===== config.mk =====
export PLATFORM = sky130hd
export DESIGN_NAME = cspc_core
export DESIGN_NICKNAME = d
export VERILOG_FILES = /design/src/design/cspc_pkg.sv /design/src/design/cspc_stack.sv /design/src/design/cspc_core.sv
export SDC_FILE = /design/constraint.sdc
export NUM_CORES = 1
export LEC_CHECK = 0
export ABC_AREA = 1
export BUFFER_PORTS_ARGS = -buffer_cell sky130_fd_sc_hd__buf_2
export CAP_MARGIN = 20
export CORE_UTILIZATION = 60
export DETAILED_ROUTE_END_ITERATION = 7
export PLACE_DENSITY = 0.84
export SLEW_MARGIN = 25
export SYNTH_ARGS = -nofsm -noshare
export SYNTH_HDL_FRONTEND = slang
export SYNTH_SLANG_ARGS = --single-unit

===== constraint.sdc =====
create_clock -name clk -period 8.3 [get_ports clk]
set_input_delay 1.245 -clock clk [delete_from_list [all_inputs] [get_ports clk]]
set_output_delay 1.245 -clock clk [all_outputs]
set_load 0.01 [all_outputs]

===== src/design/cspc_pkg.sv =====
// Package of constants and carrier types for the CPU stack and pointer core
package cspc_pkg;
  localparam int STACK_W = 15;
  localparam int STACK_DEPTH = 16;
  localparam int PTR_W = 16;
  localparam int PROG_SEL_BIT = 15;
  localparam int GPR_BANK_BYTES = 80;
  localparam int INSN_COUNT = 49;
  localparam logic [15:0] LIN_BASE = 16'h2000;
  localparam logic [15:0] LIN_LIMIT = 16'h29b0;
  localparam logic [6:0] GPR_OFFSET = 7'h20;
  localparam logic [15:0] PTR_RST = 16'h0000;
  localparam logic [1:0] STACK_ERR_RST = 2'h0;
  localparam int PM_EXTRA_CYCLES = 1;

  typedef enum logic [1:0] {
    CSPC_OP_NONE = 2'b00,
    CSPC_OP_PUSH = 2'b01,
    CSPC_OP_POP = 2'b10
  } cspc_stack_op_t;

  typedef enum logic [1:0] {
    CSPC_IND_IDLE = 2'b00,
    CSPC_IND_FETCH = 2'b01
  } cspc_ind_state_t;

  typedef struct packed {
    logic [7:0] wreg;
    logic [2:0] status;
    logic [4:0] bank;
    logic [6:0] pclath;
    logic [15:0] ptr0;
    logic [15:0] ptr1;
  } cspc_context_t;

  typedef struct packed {
    logic valid;
    logic sel;
    logic write;
    logic [7:0] wdata;
  } cspc_ind_req_t;

  // Linear window address to banked data address
  function automatic logic [11:0] cspc_linear_map(input logic [15:0] addr);
    logic [15:0] off;
    logic [15:0] bank;
    logic [15:0] idx;
    off = addr - LIN_BASE;
    bank = off / 16'(GPR_BANK_BYTES);
    idx = off % 16'(GPR_BANK_BYTES);
    return {bank[4:0], 7'(idx[6:0] + GPR_OFFSET)};
  endfunction
endpackage


===== src/design/cspc_stack.sv =====
// Hardware return-address stack with overflow and underflow detection
`timescale 1ns/1ps
module cspc_stack
  import cspc_pkg::*;
#(
  parameter int WIDTH = STACK_W,
  parameter int DEPTH = STACK_DEPTH
) (
  input wire logic clk,
  input wire logic arst_n,
  input wire logic soft_clr,
  input wire cspc_stack_op_t op,
  input wire logic [WIDTH-1:0] push_data,
  output logic [WIDTH-1:0] top_q,
  output logic ovf_evt,
  output logic unf_evt
);
  logic [WIDTH-1:0] mem [DEPTH];
  logic [$clog2(DEPTH):0] cnt_q;
  wire full = (cnt_q == ($clog2(DEPTH)+1)'(DEPTH));
  wire empty = (cnt_q == '0);
  wire do_push = (op == CSPC_OP_PUSH) && !full;
  wire do_pop = (op == CSPC_OP_POP) && !empty;
  wire [$clog2(DEPTH)-1:0] wr_idx = cnt_q[$clog2(DEPTH)-1:0];
  wire [$clog2(DEPTH)-1:0] rd_idx = wr_idx - 1'b1;

  assign ovf_evt = (op == CSPC_OP_PUSH) && full;
  assign unf_evt = (op == CSPC_OP_POP) && empty;

  always_ff @(posedge clk) begin
    if (do_push) begin
      mem[wr_idx] <= push_data;
    end
  end

  always_ff @(posedge clk or negedge arst_n) begin
    if (!arst_n) begin
      cnt_q <= '0;
    end else if (soft_clr) begin
      cnt_q <= '0;
    end else if (do_push) begin
      cnt_q <= cnt_q + 1'b1;
    end else if (do_pop) begin
      cnt_q <= cnt_q - 1'b1;
    end
  end

  always_ff @(posedge clk or negedge arst_n) begin
    if (!arst_n) begin
      top_q <= '0;
    end else if (do_pop) begin
      top_q <= mem[rd_idx];
    end
  end
endmodule


===== src/design/cspc_core.sv =====
// CPU core stack, context shadow and indirect pointer logic
`timescale 1ns/1ps
//
// Summary of operation
// - Return stack is 16 deep, 15 bits wide.
// - Overflow or underflow sets its status flag.
// - Enabled stack error forces software reset.
// - Interrupt entry shadows registers; return restores.
// - Two 16-bit pointers reach data and program.
// - Program memory via port adds one cycle.
// - Linear window spans GPR across banks.
// - Decoder supports exactly 49 instructions.
// - Pointer bit 15 selects program; low byte read.
// - Port writes never alter program memory.
module cspc_core
  import cspc_pkg::*;
(
  input wire logic clk,
  input wire logic arst_n,
  input wire cspc_stack_op_t stack_op,
  input wire logic [STACK_W-1:0] ret_addr,
  input wire logic stack_rst_en,
  input wire logic flag_clr_ovf,
  input wire logic flag_clr_unf,
  input wire logic irq_enter,
  input wire logic irq_return,
  input wire cspc_context_t live_ctx,
  input wire logic ptr_wr,
  input wire logic ptr_wr_sel,
  input wire logic [PTR_W-1:0] ptr_wr_data,
  input wire cspc_ind_req_t ind_req,
  input wire logic [13:0] prog_rdata,
  input wire logic [7:0] data_rdata,
  input wire logic [6:0] insn_index,
  output logic [STACK_W-1:0] ret_top,
  output logic stack_overflow_flag,
  output logic stack_underflow_flag,
  output logic soft_reset,
  output cspc_context_t shadow_ctx,
  output logic restore_valid,
  output logic [PTR_W-1:0] indirect_address_pointer0,
  output logic [PTR_W-1:0] indirect_address_pointer1,
  output logic [14:0] prog_addr,
  output logic [11:0] data_addr,
  output logic data_we,
  output logic [7:0] data_wdata,
  output logic [7:0] indirect_data_port,
  output logic ind_done,
  output logic cpu_stall,
  output logic insn_legal
);
  ////////////////////////////////////////////////////////////////////////////
  // Stack and error flags
  logic ovf_evt;
  logic unf_evt;
  logic soft_reset_d;

  cspc_stack #(.WIDTH(STACK_W), .DEPTH(STACK_DEPTH)) u_stack (
    .clk(clk),
    .arst_n(arst_n),
    .soft_clr(soft_reset),
    .op(stack_op),
    .push_data(ret_addr),
    .top_q(ret_top),
    .ovf_evt(ovf_evt),
    .unf_evt(unf_evt)
  );

  assign soft_reset_d = stack_rst_en && (ovf_evt || unf_evt);

  always_ff @(posedge clk or negedge arst_n) begin
    if (!arst_n) begin
      soft_reset <= 1'b0;
    end else begin
      soft_reset <= soft_reset_d;
    end
  end

  // Set beats clear; flags survive a stack-caused reset
  always_ff @(posedge clk or negedge arst_n) begin
    if (!arst_n) begin
      {stack_overflow_flag, stack_underflow_flag} <= STACK_ERR_RST;
    end else begin
      if (ovf_evt) begin
        stack_overflow_flag <= 1'b1;
      end else if (flag_clr_ovf) begin
        stack_overflow_flag <= 1'b0;
      end
      if (unf_evt) begin
        stack_underflow_flag <= 1'b1;
      end else if (flag_clr_unf) begin
        stack_underflow_flag <= 1'b0;
      end
    end
  end

  ////////////////////////////////////////////////////////////////////////////
  // Context shadow
  always_ff @(posedge clk or negedge arst_n) begin
    if (!arst_n) begin
      shadow_ctx <= '0;
      restore_valid <= 1'b0;
    end else begin
      if (irq_enter) begin
        shadow_ctx <= live_ctx;
      end
      restore_valid <= irq_return;
    end
  end

  ////////////////////////////////////////////////////////////////////////////
  // Indirect pointers
  logic [PTR_W-1:0] ptr_q [2];
  cspc_ind_state_t ind_state_q;
  cspc_ind_state_t ind_state_d;
  wire [PTR_W-1:0] cur_ptr = ptr_q[ind_req.sel];
  wire to_prog = cur_ptr[PROG_SEL_BIT];
  wire in_linear = (cur_ptr >= LIN_BASE) && (cur_ptr < LIN_LIMIT);
  wire [11:0] mapped = in_linear ? cspc_linear_map(cur_ptr) : cur_ptr[11:0];
  wire start_prog = ind_req.valid && to_prog && (ind_state_q == CSPC_IND_IDLE);
  wire start_data = ind_req.valid && !to_prog && (ind_state_q == CSPC_IND_IDLE);

  always_comb begin
    case (ind_state_q)
      CSPC_IND_IDLE: ind_state_d = start_prog ? CSPC_IND_FETCH : CSPC_IND_IDLE;
      CSPC_IND_FETCH: ind_state_d = CSPC_IND_IDLE;
      default: ind_state_d = CSPC_IND_IDLE;
    endcase
  end

  always_ff @(posedge clk or negedge arst_n) begin
    if (!arst_n) begin
      ptr_q[0] <= PTR_RST;
      ptr_q[1] <= PTR_RST;
    end else if (ptr_wr) begin
      ptr_q[ptr_wr_sel] <= ptr_wr_data;
    end
  end

  always_ff @(posedge clk or negedge arst_n) begin
    if (!arst_n) begin
      ind_state_q <= CSPC_IND_IDLE;
      prog_addr <= '0;
      data_addr <= '0;
      data_we <= 1'b0;
      data_wdata <= '0;
      indirect_data_port <= '0;
      ind_done <= 1'b0;
      cpu_stall <= 1'b0;
    end else begin
      ind_state_q <= ind_state_d;
      data_we <= start_data && ind_req.write;
      ind_done <= start_data || (ind_state_q == CSPC_IND_FETCH);
      cpu_stall <= start_prog;
      if (start_prog) begin
        prog_addr <= cur_ptr[14:0];
      end
      if (start_data) begin
        data_addr <= mapped;
        data_wdata <= ind_req.wdata;
        indirect_data_port <= data_rdata;
      end
      if (ind_state_q == CSPC_IND_FETCH) begin
        indirect_data_port <= prog_rdata[7:0];
      end
    end
  end

  assign indirect_address_pointer0 = ptr_q[0];
  assign indirect_address_pointer1 = ptr_q[1];

  ////////////////////////////////////////////////////////////////////////////
  // Instruction decode range
  always_ff @(posedge clk or negedge arst_n) begin
    if (!arst_n) begin
      insn_legal <= 1'b0;
    end else begin
      insn_legal <= (insn_index < 7'(INSN_COUNT));
    end
  end
endmodule


==> run_results.csv, run 1 <==
group,metric,value,unit
global_route,grt_pass1_vias,12800,
sta,clock.fmax,137,MHz
detailed_routing,firstDrtPassIters,5,
clocking,cts_resized,0,
sta,final_max_slew_viol_count,0,
clocking,post-cts-setup-buffer-count,0,
layout,n_fill_cell,1888,
sta,min_period_over_period,87.9,%
yosys,avgSynthCellArea,11.2,um2
yosys,synth_top_area_cell,"edfxtp_1",
placed_design,place_congestion,0.895,
die,die_x,172,um
worst_setup_path,worstReg2RegEnd,"data_addr[6]",
clocking,clk_pin_slew,60,ps
sta,rsz0062_at_grt,"no",
yosys,synthDistinctLibCells,50,
worst_setup_path,path_buf_inv,6,
power_and_ir_drop,p_leak,8.79,nW
clocking,h-tree-depth,2,
layout,stdcell_area,20600,um2
die,num_io_pins,290,
worst_setup_path,start_kind,"input port",
placed_design,place_area,19200,um2
die,die_area,29600,um2
detailed_routing,wl,46100,um
power_and_ir_drop,ir_drop,0.371,mV
worst_setup_path,cp_data_required_time,8720,ps
sta,tightest_slew,1070,ps
worst_setup_path,critPathMaxFanout,18,
die,core_area,28100,um2
worst_setup_path,r2r_start,"indirect_address_pointer1[13]",
hold_path,hold_path_end,"data_wdata[3]",
sta,fin_tns_setup,0,ps
yosys,syn-cell-area,17400,um2
layout,area_growth,18.7,%
yosys,synth-edff-count,240,
yosys,synth_top_area_share,41.5,%
die,die_y,172,um
clocking,clock_sinks,398,
clocking,tritoncts,"done",
yosys,ys.flop_type,"edfxtp_1",
die,start_util,61.8,%
clocking,clk_root_buffer_cell,"clkbuf_16",
run,max-cap-violations,0,
worst_setup_path,cp_top_family,"simple AND/OR/NAND/NOR gates",
yosys,ys_top_cells_by_area,"edfxtp_1 42%, dfrtp_1 23%, nand2_1 5.8%",
sta,hold_viol,0,
detailed_routing,vias,13200,
yosys,synthCells,1544,
global_route,grt_first_pass_wirelength,69000,um
global_route,antenna_found_initial,16,
detailed_routing,ant_nets,0,
placed_design,dp_hpwl,29100,um
detailed_routing,post_drt_wl_per_cell,20.6,um
hold_path,hp-start,"data_wdata[3]",
yosys,syn_nets,1692,
yosys,yosys_warnings,0,
clocking,clock_latency,540,ps
worst_setup_path,r2r_slack,1870,ps
power_and_ir_drop,power.total,0.00932,W
global_route,grt_max_degree,121,
sta,skew,17.4,ps
yosys,async_flop_share,39.7,%
global_route,grt.overflow.total,0,
placed_design,port_buffers,283,
clocking,cts_hold_buffers,0,
layout,drive_gt1_share,27.5,%
global_route,grtUsageTotal,31.1,%
sta,timing.slew.headroom,28.1,%
clocking,cts_buffer_depth,3,
worst_setup_path,endpoint_kind,"flip-flop",
yosys,seq_area_frac_synth,64.3,%
run_status,outcome,"completed",
hold_path,hold_path_depth,2,
hold_path,hold_class,"reg2reg",
worst_setup_path,critical-path-slowest-cell,"buf_2",
yosys,ys_ff_latch,398,
detailed_routing,viasPerCell,5.91,
sta,setup_viol,0,
worst_setup_path,slowest_delay,370,ps
die,rows,61,
worst_setup_path,path_class,"in2reg",
worst_setup_path,timing.critical_path.mode_cell,"nand2_1",
layout,finalNetCount,1968,
worst_setup_path,worst-endpoint-arrival,7720,ps
sta,period_needed,7300,ps
clocking,cts_buffers,40,
worst_setup_path,rr_worst_depth,52,
detailed_routing,remaining_drc_errors,0,
yosys,yosys.cell_count.top_type,"nand2_1",
detailed_routing,drt_iter0_drc,1131,
yosys,netlist_top_cells_count,"266 x nand2_1, 240 x edfxtp_1, 191 x nor2_1, 158 x dfrtp_1, 122 x o21ai_0",
power_and_ir_drop,p_per_area,452,nW/um2
==> final cells by class <==
type	instances	area [um2]	area share, %
diodes	9	22.5	0.109
clock buffers	57	1170	5.70
clock inverters	17	220	1.07
inverters	109	413	2.00
multi-input cells	966	5530	26.9
flip-flops and latches	398	11200	54.2
well taps	378	473	2.30
repair buffers	305	1610	7.79
==> layout by cell type (no fill, tap or decap), types with 40 or more instances in the layout <==
master / count
nand3_1: 49
inv_1: 90
nand2_1: 264
o21ai_0: 122
edfxtp_1: 240
mux2_2: 55
nor2_1: 189
buf_2: 281
clkbuf_16: 40
dfrtp_1: 157
==> registers in the layout, summed over array words and instances, names as in the netlist <==
register and count:
u_stack.cnt_q 5, u_stack.mem 240, u_stack.top_q 15, data_we 1
stack_underflow_flag 1, stack_overflow_flag 1, ind_state_q 1, indirect_address_pointer0 16
indirect_data_port 8, prog_addr 15, insn_legal 1, soft_reset 1
ind_done 1, shadow_ctx 55, restore_valid 1, data_wdata 8
data_addr 12, indirect_address_pointer1 16
==> metal layers <==
layer | GRT usage [%] | part of all wire (%) | vias up
met1 | 36.3 | 37 | 6396
met2 | 52.8 | 49 | 636
met5 | 0 | 0.21 | -
met4 | 17.9 | 5.1 | 14
met3 | 7.16 | 8.2 | 169
li1 | - | - | 6013
==> how the worst max path moves through the flow <==
stage | to | startpoint | cells after the start
final | data_addr[6] | ind_req[9] | 53
after global routing | data_addr[6] | ind_req[9] | 54
after CTS | data_addr[6] | ind_req[9] | 51
after detailed placement | data_addr[6] | ind_req[9] | 51
after global placement | data_addr[6] | ind_req[9] | 51
after floorplan | data_addr[6] | ind_req[9] | 53
==> where the power goes <==
part / switching (W) / total, W / leakage, nW / internal (W)
Combinational: 0.00336 / 0.00497 / 4.04 / 0.00161
Sequential: 0.000152 / 0.00247 / 4.06 / 0.00232
Clock: 0.000754 / 0.00187 / 0.690 / 0.00112
==> cells by family after synthesis <==
group	share of synthesized area, %
xor+xnor	0.548
buf+inv	4.02
fa+ha+maj	0.836
mux	5.36
simple gates	14.8
compound gates	10.1
flops	64.3
==> metrics by stage <==
stage | hold WS [ps] | std cells | setup slack (ps) | utilization, %
6_report | 463 | 2239 | 1000 | 73.4
5_1_grt | 496 | 2237 | 396 | 73.3
4_1_cts | 468 | 2230 | 1140 | 73.2
3_5_place_dp | 455 | 2156 | 625 | 68.2
3_3_place_gp | 451 | 2156 | 912 | 68.2
2_1_floorplan | 509 | 1544 | 1740 | -
==> worst min-delay path, stage by stage, from the launching register on <==
cell     delay [ps]
dfrtp_1         340
nand2_1          50
nand2_1          40
Power figures use the tool's default switching activity.
==> run 2, diff against run 1 <==
- CORE_UTILIZATION: 60 -> 57
- PLACE_DENSITY: 0.84 -> 0.81
- clock period: 8.3 -> 7.7 ns (I/O delays scaled with it)
==> run 2 against run 1 <==
Die area rose by 5.2%. Critical endpoint is now data_addr[4]. Largest cell class unchanged. Worst hold slack improved by 4.2 ps. Clock skew fell by 7.1 ps. Sequential power is 8.9% higher. Sequential cell count stayed put. Clock power grew 8%. Combinational power is 6.8% higher. Wire length fell by 0.27%. Final cell count is 0.58% higher.
==> run_results.csv, run 2 (same netlist as run 1, synthesis figures left out) <==
group,metric,value,unit
run_status,outcome,"completed",
power_and_ir_drop,clockPowerShare,20.2,%
hold_path,hold_class,"reg2reg",
power_and_ir_drop,pwr-share-seq,26.8,%
sta,clock.fmax,144,MHz
clocking,h-tree-depth,2,
clocking,tritoncts,"done",
placed_design,port_buffers,283,
global_route,grtUsageTotal,29.3,%
sta,period_needed,6970,ps
power_and_ir_drop,sw_frac_of_total,45.7,%
placed_design,dp_hpwl,29400,um
layout,multi_input_comb_area,5540,um2
layout,finalNetCount,1974,
hold_path,hold_path_depth,2,
worst_setup_path,cp_data_required_time,8080,ps
clocking,clock_latency,540,ps
sta,min_period_over_period,90.5,%
worst_setup_path,path_class,"in2reg",
sta,hold_viol,0,
global_route,grt_max_degree,121,
die,die_x,177,um
worst_setup_path,r2r_slack,1370,ps
worst_setup_path,slowest_delay,350,ps
die,start_util,58.3,%
worst_setup_path,cp-startpoint,"ind_req[9]",
layout,most-common-layout-cells,"280 x buf_2, 264 x nand2_1, 240 x edfxtp_1",
layout,post-route-util,69.2,%
die,num_io_pins,290,
worst_setup_path,critical-path-slowest-cell,"ha_1",
clocking,cts_hold_buffers,0,
power_and_ir_drop,p_per_area,486,nW/um2
die,core_area,29800,um2
power_and_ir_drop,comb_power_share,53.0,%
worst_setup_path,crit_cells,45,
sta,fin_tns_setup,0,ps
global_route,grt_first_pass_wirelength,69500,um
clocking,clk_root_buffer_cell,"clkbuf_16",
clocking,cts_buffer_depth,3,
run,max-cap-violations,0,
layout,reg_top3,"u_stack.mem (240), shadow_ctx (55)",
worst_setup_path,worst-endpoint-arrival,7340,ps
global_route,grt.overflow.total,0,
global_route,grt_pass1_vias,12800,
die,die_y,177,um
layout,seqCellArea,11200,um2
layout,layout_commonest_cell,"buf_2",
sta,final_max_slew_viol_count,0,
clocking,cts_resized,0,
worst_setup_path,cp_top_family,"simple AND/OR/NAND/NOR gates",
placed_design,place_congestion,0.925,
layout,n_fill_cell,2092,
hold_path,hp-start,"data_wdata[3]",
die,die_area,31200,um2
global_route,antenna_found_initial,8,
detailed_routing,vias,13100,
detailed_routing,post_drt_wl_per_cell,20.4,um
sta,skew,10.3,ps
clocking,clk_pin_slew,60,ps
global_route,grtUsageMet1,35.8,%
global_route,grt.busiest_layer,"met2",
power_and_ir_drop,ir_drop,0.424,mV
worst_setup_path,endpoint_kind,"flip-flop",
global_route,met2_usage,49.7,%
power_and_ir_drop,p_leak,8.80,nW
clocking,cts_buffers,42,
detailed_routing,remaining_drc_errors,0,
worst_setup_path,endpoint,"data_addr[4]",
die,rows,63,
worst_setup_path,start_kind,"input port",
detailed_routing,ant_nets,0,
layout,drive_gt1_share,27.3,%
detailed_routing,firstDrtPassIters,6,
worst_setup_path,worstReg2RegEnd,"data_addr[4]",
worst_setup_path,r2r_start,"indirect_address_pointer1[14]",
sta,tightest_slew,1080,ps
global_route,use_met3,5.45,%
sta,timing.slew.headroom,27.6,%
layout,largest_reg_flops,240,
worst_setup_path,critPathMaxFanout,15,
clocking,post-cts-setup-buffer-count,0,
layout,regMostFlops,"u_stack.mem",
worst_setup_path,rr_worst_depth,42,
power_and_ir_drop,power.switching,0.00458,W
sta,rsz0062_at_grt,"no",
layout,area_growth,18.9,%
detailed_routing,viasPerCell,5.82,
worst_setup_path,path_buf_inv,6,
detailed_routing,drt_iter0_drc,1201,
clocking,clock_sinks,398,
sta,setup_viol,0,
power_and_ir_drop,p_int,0.00544,W
detailed_routing,wl,46000,um
## run 2: layout make-up
cell class / count / area share, %
Inverter: 109 / 2.00
Clock buffer: 56 / 5.65
Multi-Input combinational cell: 966 / 26.8
Timing Repair Buffer: 309 / 7.90
Tap cell: 390 / 2.36
Sequential cell: 398 / 54.1
Clock inverter: 18 / 1.08
Antenna cell: 6 / 0.0728
## run 2: through the flow
step           instances  hold slack, ps  power (W)  instance area (um2)  setup slack [ps]
2_1_floorplan       1544             509    0.00674                17400              1230
3_3_place_gp        2172             448    0.00778                19200               494
3_5_place_dp        2172             457    0.00793                19200               279
4_1_cts             2246             468    0.00999                20600               821
5_1_grt             2251             487     0.0108                20600              13.9
6_report            2252             467     0.0100                20600               731
## run 2: worst register-to-register path: cells and delay by family (launching register included)
kind            cells  cell delay, ps
simple gates       32            4160
compound gates      5             930
flops               1             400
buf+inv             3             270
fa+ha+maj           1             250
xor+xnor            1             150
## run 2: worst min path at each step
stage	endpoint	slack [ps]
finish	data_wdata[3]	470
global route	data_wdata[3]	490
CTS	data_wdata[3]	470
detailed placement	data_wdata[1]	460
global placement	data_wdata[1]	450
floorplan	data_wdata[0]	510
## run 2: power groups by stage
stage	logic, W	registers [W]	clock network (W)
floorplan	0.00401	0.00272	0
global placement	0.00507	0.00271	0
detailed placement	0.00521	0.00272	0
CTS	0.00526	0.00268	0.00204
global route	0.00595	0.00271	0.00212
finish	0.00531	0.00269	0.00202
## run 2: routing by layer
layer / up-vias / share of wire [%]
met5: - / 0.056
met4: 4 / 4.6
met3: 137 / 7.7
met2: 623 / 49
met1: 6337 / 38
li1: 6014 / -
